## config.mk

```make
export PLATFORM = sky130hd
export DESIGN_NAME = pmc_wake_status
export DESIGN_NICKNAME = d
export VERILOG_FILES = /design/src/pmc_wake_pkg.sv /design/src/pmc_wake_status.sv
export VERILOG_INCLUDE_DIRS = /design/src
export SDC_FILE = /design/constraint.sdc
export NUM_CORES = 1
export LEC_CHECK = 0
export BUFFER_PORTS_ARGS = -buffer_cell sky130_fd_sc_hd__buf_2
export CORE_MARGIN = 5
export CORE_UTILIZATION = 54
export CTS_CLUSTER_SIZE = 16
export DETAILED_ROUTE_END_ITERATION = 16
export PLACE_DENSITY_LB_ADDON = 0.05
export SLEW_MARGIN = 5
export SYNTH_ARGS = -nofsm -noshare
export SYNTH_HDL_FRONTEND = slang
export SYNTH_SLANG_ARGS = --single-unit
export TNS_END_PERCENT = 50
```

## constraint.sdc

```tcl
create_clock -name core_clk_i -period 2.3 [get_ports core_clk_i]
set_input_delay 0.115 -clock core_clk_i [delete_from_list [all_inputs] [get_ports core_clk_i]]
set_output_delay 0.115 -clock core_clk_i [all_outputs]
set_load 0.01 [all_outputs]
```

## src/pmc_wake_params.svh

```systemverilog
// constants for the wake-cause status and power-event output block
// assumes a 250 MHz core clock; included by the package and the design file
`ifndef PMC_WAKE_PARAMS_SVH
`define PMC_WAKE_PARAMS_SVH

// ****************************************************************
// register placement
// ****************************************************************
`define PMC_ADDR_W 8
`define PMC_CTRL_OFFSET 8'h84

// ****************************************************************
// field positions inside the power management control register
// ****************************************************************
`define PMC_READY_BIT 0
`define PMC_OUT_EN_BIT 1
`define PMC_POL_BIT 2
`define PMC_PULSE_SEL_BIT 3
`define PMC_STAT_LO_BIT 4
`define PMC_STAT_HI_BIT 5
`define PMC_DRIVE_BIT 6
`define PMC_ENERGY_DETECT_ENABLE_BIT 8
`define PMC_LAN_WAKE_ENABLE_BIT 9
`define PMC_MODE_LO_BIT 12
`define PMC_MODE_HI_BIT 13

// ****************************************************************
// encodings and reset values
// ****************************************************************
`define PMC_MODE_NORMAL 2'h0
`define PMC_MODE_WOL 2'h1
`define PMC_MODE_ED 2'h2
`define PMC_MODE_RSVD 2'h3
`define PMC_STAT_NONE 2'h0
`define PMC_BIT_RESET 1'h0
`define PMC_RDATA_RESET 32'h0

// ****************************************************************
// timing
// ****************************************************************
`define PMC_CLK_PERIOD_NS 4
`define PMC_PULSE_MS 50
`define PMC_NS_PER_MS 1000000
`define PMC_SETTLE_NS 1000

`endif

```

## src/pmc_wake_pkg.sv

```systemverilog
// types shared by the wake-cause status and power-event output block
// assumes pmc_wake_params.svh is on the include path
`include "pmc_wake_params.svh"

package pmc_wake_pkg;

  // host access to the register, one request per cycle
  typedef struct packed {
    logic rd;
    logic wr;
    logic [`PMC_ADDR_W-1:0] addr;
    logic [31:0] wdata;
  } pmc_bus_req_s;

  // one bit per wake source: bit 0 energy detect, bit 1 wake frame or magic packet
  typedef struct packed {
    logic wake_frame;
    logic energy;
  } pmc_event_s;

  // power sequencing of the device core
  typedef enum logic [1:0] {
    PMC_ST_SETTLE,
    PMC_ST_ACTIVE,
    PMC_ST_SLEEP
  } pmc_pwr_e;

endpackage

```

## src/pmc_wake_status.sv

```systemverilog
// wake-cause status, power-event output shaping and ready indication
// assumes synchronous host strobes on core_clk_i and single-cycle event pulses
`timescale 1ns/1ps
`include "pmc_wake_params.svh"

// Overview of operation
// - wake cause field: 00 none, 01 energy, 10 wake frame, 11 both events.
// - status bits clear only on writing one; writing zero keeps them.
// - status clear writes are ignored until the ready indication is set.
// - a status bit clears only when its event source has also cleared.
// - pulse select set gives a 50 ms output pulse, restarted by each enabled wake event.
// - pulse select clear holds output active after a wake event until deactivated.
// - static output drops when status bits or the matching enable are cleared.
// - polarity bit picks active-high when set, active-low when clear.
// - open-drain output ignores polarity and is always active low.
// - external power-event output asserts only while output enable is set.
// - output enable has no effect on the internal wake-event interrupt.
// - ready sets once operation settles after power-up and after each wake.
// - the control register reads back correctly in every power state.
// - power state 00 normal, 01 wake frame, 10 energy detect, 11 reserved.
// - drive type clear gives open-drain output, set gives push-pull.
// - enabled wake events raise the interrupt whatever the output enable.
module pmc_wake_status #(
  parameter int unsigned PULSE_CYCLES =
    (`PMC_PULSE_MS * `PMC_NS_PER_MS) / `PMC_CLK_PERIOD_NS, // 50 ms, round down
  parameter int unsigned SETTLE_CYCLES =
    (`PMC_SETTLE_NS + `PMC_CLK_PERIOD_NS - 1) / `PMC_CLK_PERIOD_NS, // round up
  parameter int unsigned PULSE_W = 24, // width of the pulse counter
  parameter int unsigned SETTLE_W = 16 // width of the settle counter
) (
  input wire logic core_clk_i, // core clock, 250 MHz
  input wire logic rstn_i, // synchronous reset, active low
  input wire logic ce_i, // clock enable, freezes all state when low
  input wire pmc_wake_pkg::pmc_bus_req_s bus_i, // host read/write request
  output logic [31:0] rdata_o, // read data, registered
  output logic rvalid_o, // read data valid, one cycle
  input wire pmc_wake_pkg::pmc_event_s event_i, // wake event pulses
  input wire pmc_wake_pkg::pmc_event_s src_pending_i, // event sources still pending
  input wire logic wake_req_i, // host wake request pulse
  output logic power_event_o, // power-event pin output value
  output logic power_event_oe_o, // power-event pin drive enable
  output logic wake_event_interrupt_o, // internal wake-event interrupt, level
  output logic [1:0] power_state_select_o, // current power state field
  output logic ready_o // device ready indication
);
  import pmc_wake_pkg::*;

  // ****************************************************************
  // state
  // ****************************************************************
  typedef struct packed {
    pmc_pwr_e pwr;
    logic [SETTLE_W-1:0] settle_cnt;
    logic [1:0] mode;
    logic [1:0] status;
    logic pulse_sel;
    logic pol;
    logic out_en;
    logic push_pull;
    logic energy_detect_enable;
    logic lan_wake_enable;
    logic pulse_run;
    logic [PULSE_W-1:0] pulse_cnt;
    logic [31:0] rdata;
    logic rvalid;
  } pmc_state_s;

  pmc_state_s s_q;
  pmc_state_s s_d;
  logic ready;
  logic sel;
  logic wr;
  logic [1:0] en_vec;
  logic [1:0] hit_vec;
  logic static_hit;
  logic active;
  logic [1:0] clr_req;
  logic [31:0] rd_word;

  // ****************************************************************
  // decode
  // ****************************************************************
  // the interrupt follows status and enables only, never the output enable
  assign ready = (s_q.pwr == PMC_ST_ACTIVE);
  assign sel = (bus_i.addr == `PMC_CTRL_OFFSET);
  assign wr = bus_i.wr && sel;
  assign en_vec = {s_q.lan_wake_enable, s_q.energy_detect_enable};
  assign hit_vec = event_i & en_vec;
  assign static_hit = |(s_q.status & en_vec);
  assign active = s_q.out_en && (s_q.pulse_sel ? s_q.pulse_run : static_hit);
  // a clear needs ready, a written one, and a quiet source
  assign clr_req = (wr && ready) ?
    (bus_i.wdata[`PMC_STAT_HI_BIT:`PMC_STAT_LO_BIT] & ~src_pending_i) : 2'h0;

  // register image; readable in every power state
  always_comb begin
    rd_word = 32'h0;
    rd_word[`PMC_READY_BIT] = ready;
    rd_word[`PMC_OUT_EN_BIT] = s_q.out_en;
    rd_word[`PMC_POL_BIT] = s_q.pol;
    rd_word[`PMC_PULSE_SEL_BIT] = s_q.pulse_sel;
    rd_word[`PMC_STAT_HI_BIT:`PMC_STAT_LO_BIT] = s_q.status;
    rd_word[`PMC_DRIVE_BIT] = s_q.push_pull;
    rd_word[`PMC_ENERGY_DETECT_ENABLE_BIT] = s_q.energy_detect_enable;
    rd_word[`PMC_LAN_WAKE_ENABLE_BIT] = s_q.lan_wake_enable;
    rd_word[`PMC_MODE_HI_BIT:`PMC_MODE_LO_BIT] = s_q.mode;
  end

  // ****************************************************************
  // next state
  // ****************************************************************
  always_comb begin
    s_d = s_q;
    // read answer, valid whatever the power state
    s_d.rvalid = bus_i.rd && sel;
    s_d.rdata = (bus_i.rd && sel) ? rd_word : `PMC_RDATA_RESET;
    // configuration bits stay writable while asleep so wake can be set up
    if (wr) begin
      s_d.out_en = bus_i.wdata[`PMC_OUT_EN_BIT];
      s_d.pol = bus_i.wdata[`PMC_POL_BIT];
      s_d.pulse_sel = bus_i.wdata[`PMC_PULSE_SEL_BIT];
      s_d.push_pull = bus_i.wdata[`PMC_DRIVE_BIT];
      s_d.energy_detect_enable = bus_i.wdata[`PMC_ENERGY_DETECT_ENABLE_BIT];
      s_d.lan_wake_enable = bus_i.wdata[`PMC_LAN_WAKE_ENABLE_BIT];
    end
    // enabled events set status; set wins over a clear in the same cycle
    s_d.status = (s_q.status & ~clr_req) | hit_vec;
    // pulse: restart on each enabled event, run the full length
    if (|hit_vec) begin
      s_d.pulse_run = 1'b1;
      s_d.pulse_cnt = PULSE_W'(PULSE_CYCLES - 1);
    end else if (s_q.pulse_run) begin
      if (s_q.pulse_cnt == '0) begin
        s_d.pulse_run = 1'b0;
      end else begin
        s_d.pulse_cnt = s_q.pulse_cnt - 1'b1;
      end
    end
    // power sequencing
    unique case (s_q.pwr)
      PMC_ST_SETTLE: begin
        if (s_q.settle_cnt == '0) begin
          s_d.pwr = PMC_ST_ACTIVE;
        end else begin
          s_d.settle_cnt = s_q.settle_cnt - 1'b1;
        end
      end
      PMC_ST_ACTIVE: begin
        // reserved power state is not taken; the field keeps its value
        if (wr && (bus_i.wdata[`PMC_MODE_HI_BIT:`PMC_MODE_LO_BIT] == `PMC_MODE_WOL ||
            bus_i.wdata[`PMC_MODE_HI_BIT:`PMC_MODE_LO_BIT] == `PMC_MODE_ED)) begin
          s_d.mode = bus_i.wdata[`PMC_MODE_HI_BIT:`PMC_MODE_LO_BIT];
          s_d.pwr = PMC_ST_SLEEP;
        end
      end
      PMC_ST_SLEEP: begin
        // host wake or an enabled event returns the core to normal operation
        if (wake_req_i || (|hit_vec)) begin
          s_d.mode = `PMC_MODE_NORMAL;
          s_d.pwr = PMC_ST_SETTLE;
          s_d.settle_cnt = SETTLE_W'(SETTLE_CYCLES - 1);
        end
      end
    endcase
  end

  // ****************************************************************
  // registers
  // ****************************************************************
  // reset starts a settle period so ready rises only after it
  always_ff @(posedge core_clk_i) begin
    if (!rstn_i) begin
      s_q <= '0;
      s_q.pwr <= PMC_ST_SETTLE;
      s_q.settle_cnt <= SETTLE_W'(SETTLE_CYCLES - 1);
      s_q.mode <= `PMC_MODE_NORMAL;
      s_q.status <= `PMC_STAT_NONE;
    end else if (ce_i) begin
      s_q <= s_d;
    end
  end

  // ****************************************************************
  // outputs
  // ****************************************************************
  // open-drain pulls low only while active; push-pull always drives
  assign power_event_oe_o = s_q.push_pull ? 1'b1 : active;
  assign power_event_o = s_q.push_pull ? (s_q.pol ? active : ~active) : 1'b0;
  assign wake_event_interrupt_o = static_hit;
  assign power_state_select_o = s_q.mode;
  assign ready_o = ready;
  assign rdata_o = s_q.rdata;
  assign rvalid_o = s_q.rvalid;

  // power state field of the write data, shared by the mode checks below
  logic [1:0] wr_mode;
  assign wr_mode = bus_i.wdata[`PMC_MODE_HI_BIT:`PMC_MODE_LO_BIT];
endmodule

```

Word-level counts from Yosys, hierarchy flattened --
Cells that the tools add are included.
Word-level totals: bits in registers 86, input port bits 50, output and inout port bits 39, logic and storage cells 72
Operators by class: add/sub/neg operators 2, equality and inequality tests 10, muxes and demuxes 18, bitwise gates (word level) 8, reduce and logical (&&, ||, !) cells 20
Operator list (count):
- $mux W25 | 2
- $pmux W16 S2 | 1
- $logic_not A24 Y1 | 1
- $mux W24 | 1
- $sub A24 B1 Y24 const B | 1
- $mux W20 | 1
- $logic_not A16 Y1 | 1
- $mux W16 | 1
- $sub A16 B1 Y16 const B | 1
- $mux W14 | 1
- $reduce_and A4 Y1 | 3
- $and A2 B2 Y2 | 4
- $eq A8 B8 Y1 const B | 1
- $mux W2 | 4
- $ne A2 B2 Y1 const B | 4
- $pmux W2 S3 | 1
- $reduce_bool A2 Y1 | 3
- $logic_and A1 B1 Y1 | 5
- $mux W1 | 5
- $eq A2 B1 Y1 const B | 2
- $eq A2 B2 Y1 const B | 2
- $not A2 Y2 | 2
- $pmux W2 S2 | 1
- $reduce_or A2 Y1 | 2
- 7 further kinds | 8

Logic depth before layout (Yosys ltp) --
word-level depth 7, depth in mapped cells 8, mapped depth without buffers 7

Worst setup path after synthesis --
OpenSTA, ideal clock, no wires.
path type reg-to-reg, from register s_q[33] (netlist name), to register s_q[55] (netlist name), data arrival time 2.022 ns, required time 2.229 ns, slack 0.208 ns, stages on the path, launching flop included 8, path buffers 0, period minus slack after synthesis 2.092 ns, cell sequence dfxtp_1 -> inv_1 -> ha_1 -> or3b_2 -> nor3_4 -> nand2_2 -> or4_1 -> a21oi_1
Between the ends: cells in the longest elaborated chain, start to end 4, elaborated cells between the ends (all ways) 7
Ends and longest elaborated chain:
- from (decl) | RTL line pmc_wake_status.sv:68 | pmc_state_s s_q;
- $sub A24 B1 Y24 | RTL line pmc_wake_status.sv:136 | s_d.pulse_cnt = s_q.pulse_cnt - 1'b1;
- $mux W24 | RTL line pmc_wake_status.sv:133 | if (s_q.pulse_cnt == '0) begin
- $mux W25 | RTL line pmc_wake_status.sv:132 | end else if (s_q.pulse_run) begin
- $mux W25 | RTL line pmc_wake_status.sv:129 | if (|hit_vec) begin
Parallel ways exist; a longest one is shown, timed or not. The select of a mux whose other input is x is not followed. A chain may end at the register's enable or synchronous reset.

Final worst setup path --
from register s_q[34] (netlist name), to register s_q[45] (netlist name)
The elaborated chain is that of the path after synthesis.

==> metrics.md <==
| Metric | Value |
|---|---|
| Status | finished clean |
| Largest net degree at the start of global routing | 29 |
| Worst R2R End | s_q[45] |
| Cell Area, Placed | 3909 um2 |
| Crit path max fanout | 7 |
| Fmax | 458.5 MHz |
| Top delay family on crit path | simple AND/OR/NAND/NOR gates |
| Final core utilization | 0.6127 |
| Seq/Total Area, Yosys | 0.3565 |
| Final setup margin | 0.1192 ns |
| Reg2reg start | s_q[34] |
| Vias/cell | 5.964 |
| Initial core utilization | 0.5463 |
| Cell depth of the worst setup path | 9 |
| Tmin final | 2.181 ns |
| Hold_buf cts | 0 |
| IO Pins | 89 |
| Drt pass-1 iters | 4 |
| Worst setup path endpoint | s_q[45] |
| Top post-synthesis cells by area | dfxtp_1 36%, buf_4 7.0%, a21oi_1 5.1%, nor2_1 5.0%, mux2i_1 3.6% |
| Fraction of registers with async set/reset | 0 |
| Seq. cell area | 1301 um2 |
| Routability cong. | about 0.92 |
| RSZ-0062 raised after global routing | false |
| Netlist cell types | a little under 70 |
| Most frequent cell after synthesis | dfxtp_1 |
| Number of synthesized flops with an enable pin | 0 |
| DRC Markers | 0 |
| All-Layer GR Usage | 0.2251 |
| Final setup vio count | 0 |
| CP Cell Sequence | inv_1 > ha_1 > nor4b_1 > nand4_1 > buf_4 > o21ai_1 > buf_4 > a21oi_1 > o221a_2 |
| P&R area growth vs syn | 12.17% |
| Number of global-route vias before repair | around 3,300 |
| Layout Nets | 551 |
| CTS tree | built |
| Critical Path Source Type | flip-flop |
| Period Utilization, post-route | 0.9482 |
| Final Skew | 0.007579 ns |
| Slowest CP cell | nor4b_1 |
| Remaining antenna violation count | 0 |
| Syn_area_per_cell | between 8 and 9 um2 |
| Worst path max stage delay | between 0.3 and 0.4 ns |
| Via count | 3,447 |
| Rows | 30 |
| LEAKAGE | 1.686 nW |
| Clock Tree Root | clkbuf_8 |
| Pre-CTS setup slack | 0.1090 ns |
| Share of cells above drive strength 1 | 0.2129 |
| Slack of the worst reg-to-reg path | 0.12 ns |
| Clk slew on worst S/H paths | approximately 0.08 ns |
| Die Area | 8503 um2 |
| Commonest cells in the netlist | 65 x dfxtp_1, 49 x nor2_1, 37 x a21oi_1 |
| Placed insts | between 500 and 600 |
| Post-synth top flop | dfxtp_1 |
| Clock latency on the worst-skew pair | around 0.34 ns |
| Core area | 6681 um2 |
| Slew of the pin with the lowest slew margin | 0.6525 ns |
| Clock tree buffer depth | 2 |
| CTS sink cnt | 65 |
| Setup tns final | 0 ns |
| CP bufs+invs | 3 |
| MaxCap Viol Count | 0 |
| Gate Count Post-Synth | 443 |
| Max-slew headroom | 0.5641 |
| Worst Path Required | 2.53 ns |
| Final Hold Fails | 0 |
| H-tree depth | 3 |
| Register bit count reported by yosys | 65 |
| Worst Path Arrival | 2.41 ns |
| Fill cell count | slightly above 600 |
| Total wire length | 9299 um |
| Yosys top cell by area | dfxtp_1 |
| Peak supply drop | 341.0 uV |
| Yosys warnings | 0 |
| Crit end category | flip-flop |
| Initial DRC count | 187 |
| Grt ovf | 0 |
| Hpwl dp | 6684 um |
| R2r worst-path depth | 9 |
| Initial antenna violation count | 0 |
| Post-Layout Cell Count | 578 |
| First-pass GRT wire length | 15,560 um |
| Cell area after layout | between 4000 and 5000 um2 |
| Area of the multi-input gates | 2048 um2 |
| Wire per inst | 16.09 um |
| Critical setup path kind | reg -> reg |
| Worst min path class | in -> reg |
| Cell Pwr Density | 523.5 nW/um2 |
| Pins Over Slew Limit | 0 |
| Yosys top cell area share | 0.3565 |
| Die Wd | 92.21 um |
| CTS buffer count | 9 |
| Synthesized area | ~3600 um2 |
| WHS | 0.009208 ns |
| PortBufs | 45 |
| Cell repeated most along the worst path | buf_4 |
| Critical Path Source | s_q[34] |
| ANT cells | 0 |
| Overall power | 2.143 mW |
| Die height | roughly 90 um |
[area by class of cell]
class,instances,share of cell area
sequential,65,0.3178
clock buffer,9,0.03026
multi-input combinational,332,0.5003
tap,80,0.02445
timing repair buffer,73,0.1064
inverter,13,0.01192
clock inverter,6,0.008863
[worst register-to-register path, cell delays in order (launching register included)]
cell,delay [ns]
dfxtp_1,0.33
inv_1,0.10
ha_1,0.16
nor4b_1,0.39
nand4_1,0.19
buf_4,0.21
o21ai_1,0.18
buf_4,0.18
a21oi_1,0.05
o221a_2,0.28
[cell families (layout without fill, tap and decap cells)]
group,count (synthesis),in the layout,synth area share
compound gates,130,130,0.2400
xor+xnor,3,3,0.007200
fa+ha+maj,7,7,0.02400
buf+inv,66,101,0.1056
flops,65,65,0.3565
mux,13,13,0.03565
other cells,1,21,0.001027
simple gates,158,158,0.2300
[cells in the final DEF (no fill, tap or decap), drive strengths merged, types with 4 or more instances in the layout]
cell	n
a21oi	37
a22oi	12
a31oi	9
buf	73
clkbuf	9
clkinv	6
conb	21
dfxtp	65
ha	7
inv	12
mux2i	13
nand2	24
nand2b	4
nand3	13
nand4	7
nor2	50
nor3	18
nor4	6
o21a	6
o21ai	22
o221a	4
o31ai	4
o41ai	4
or3	7
or4	6
[power breakdown]
part | internal (mW) | switching [mW] | total (mW)
registers | 1.14 | 0.0165 | 1.16
logic | 0.0590 | 0.0942 | 0.153
clock network | 0.379 | 0.456 | 0.835
total | 1.58 | 0.567 | 2.14
[metal layers]
| layer | up-vias | part of all wire | track usage | wire, um |
|---|---|---|---|---|
| met4 | 0 | 0.026 | 0.1151 | 240 |
| met3 | 22 | 0.061 | 0.04512 | 563 |
| met2 | 122 | 0.47 | 0.3504 | 4353 |
| met5 | - | 0 | 0 | 0 |
| li1 | 1700 | - | - | - |
| met1 | 1603 | 0.45 | 0.2948 | 4142 |
[state kept, by name (all words and copies together) (netlist names)]
register	flops
en_vec	2
power_state_select_o	2
rd_word	6
rdata_o	11
rvalid_o	1
s_q	43
[how the worst min path moves through the flow]
stage | depth (start not counted) | slack [ns] | startpoint | to
floorplan | 2 | 0.26 | bus_i[12] | power_state_select_o[0]
global route | 3 | 0.02 | bus_i[8] | en_vec[0]
CTS | 3 | 0.002 | bus_i[8] | en_vec[0]
global placement | 3 | 0.35 | bus_i[9] | en_vec[1]
detailed placement | 3 | 0.35 | bus_i[3] | rd_word[3]
finish | 3 | 0.009 | bus_i[1] | rd_word[1]
[what timing repair did]
action	in CTS	in global routing
gates resized for setup	0	2
buffers inserted	0	2
setup endpoints to repair	0	9
(Power assumes the default switching activity.)
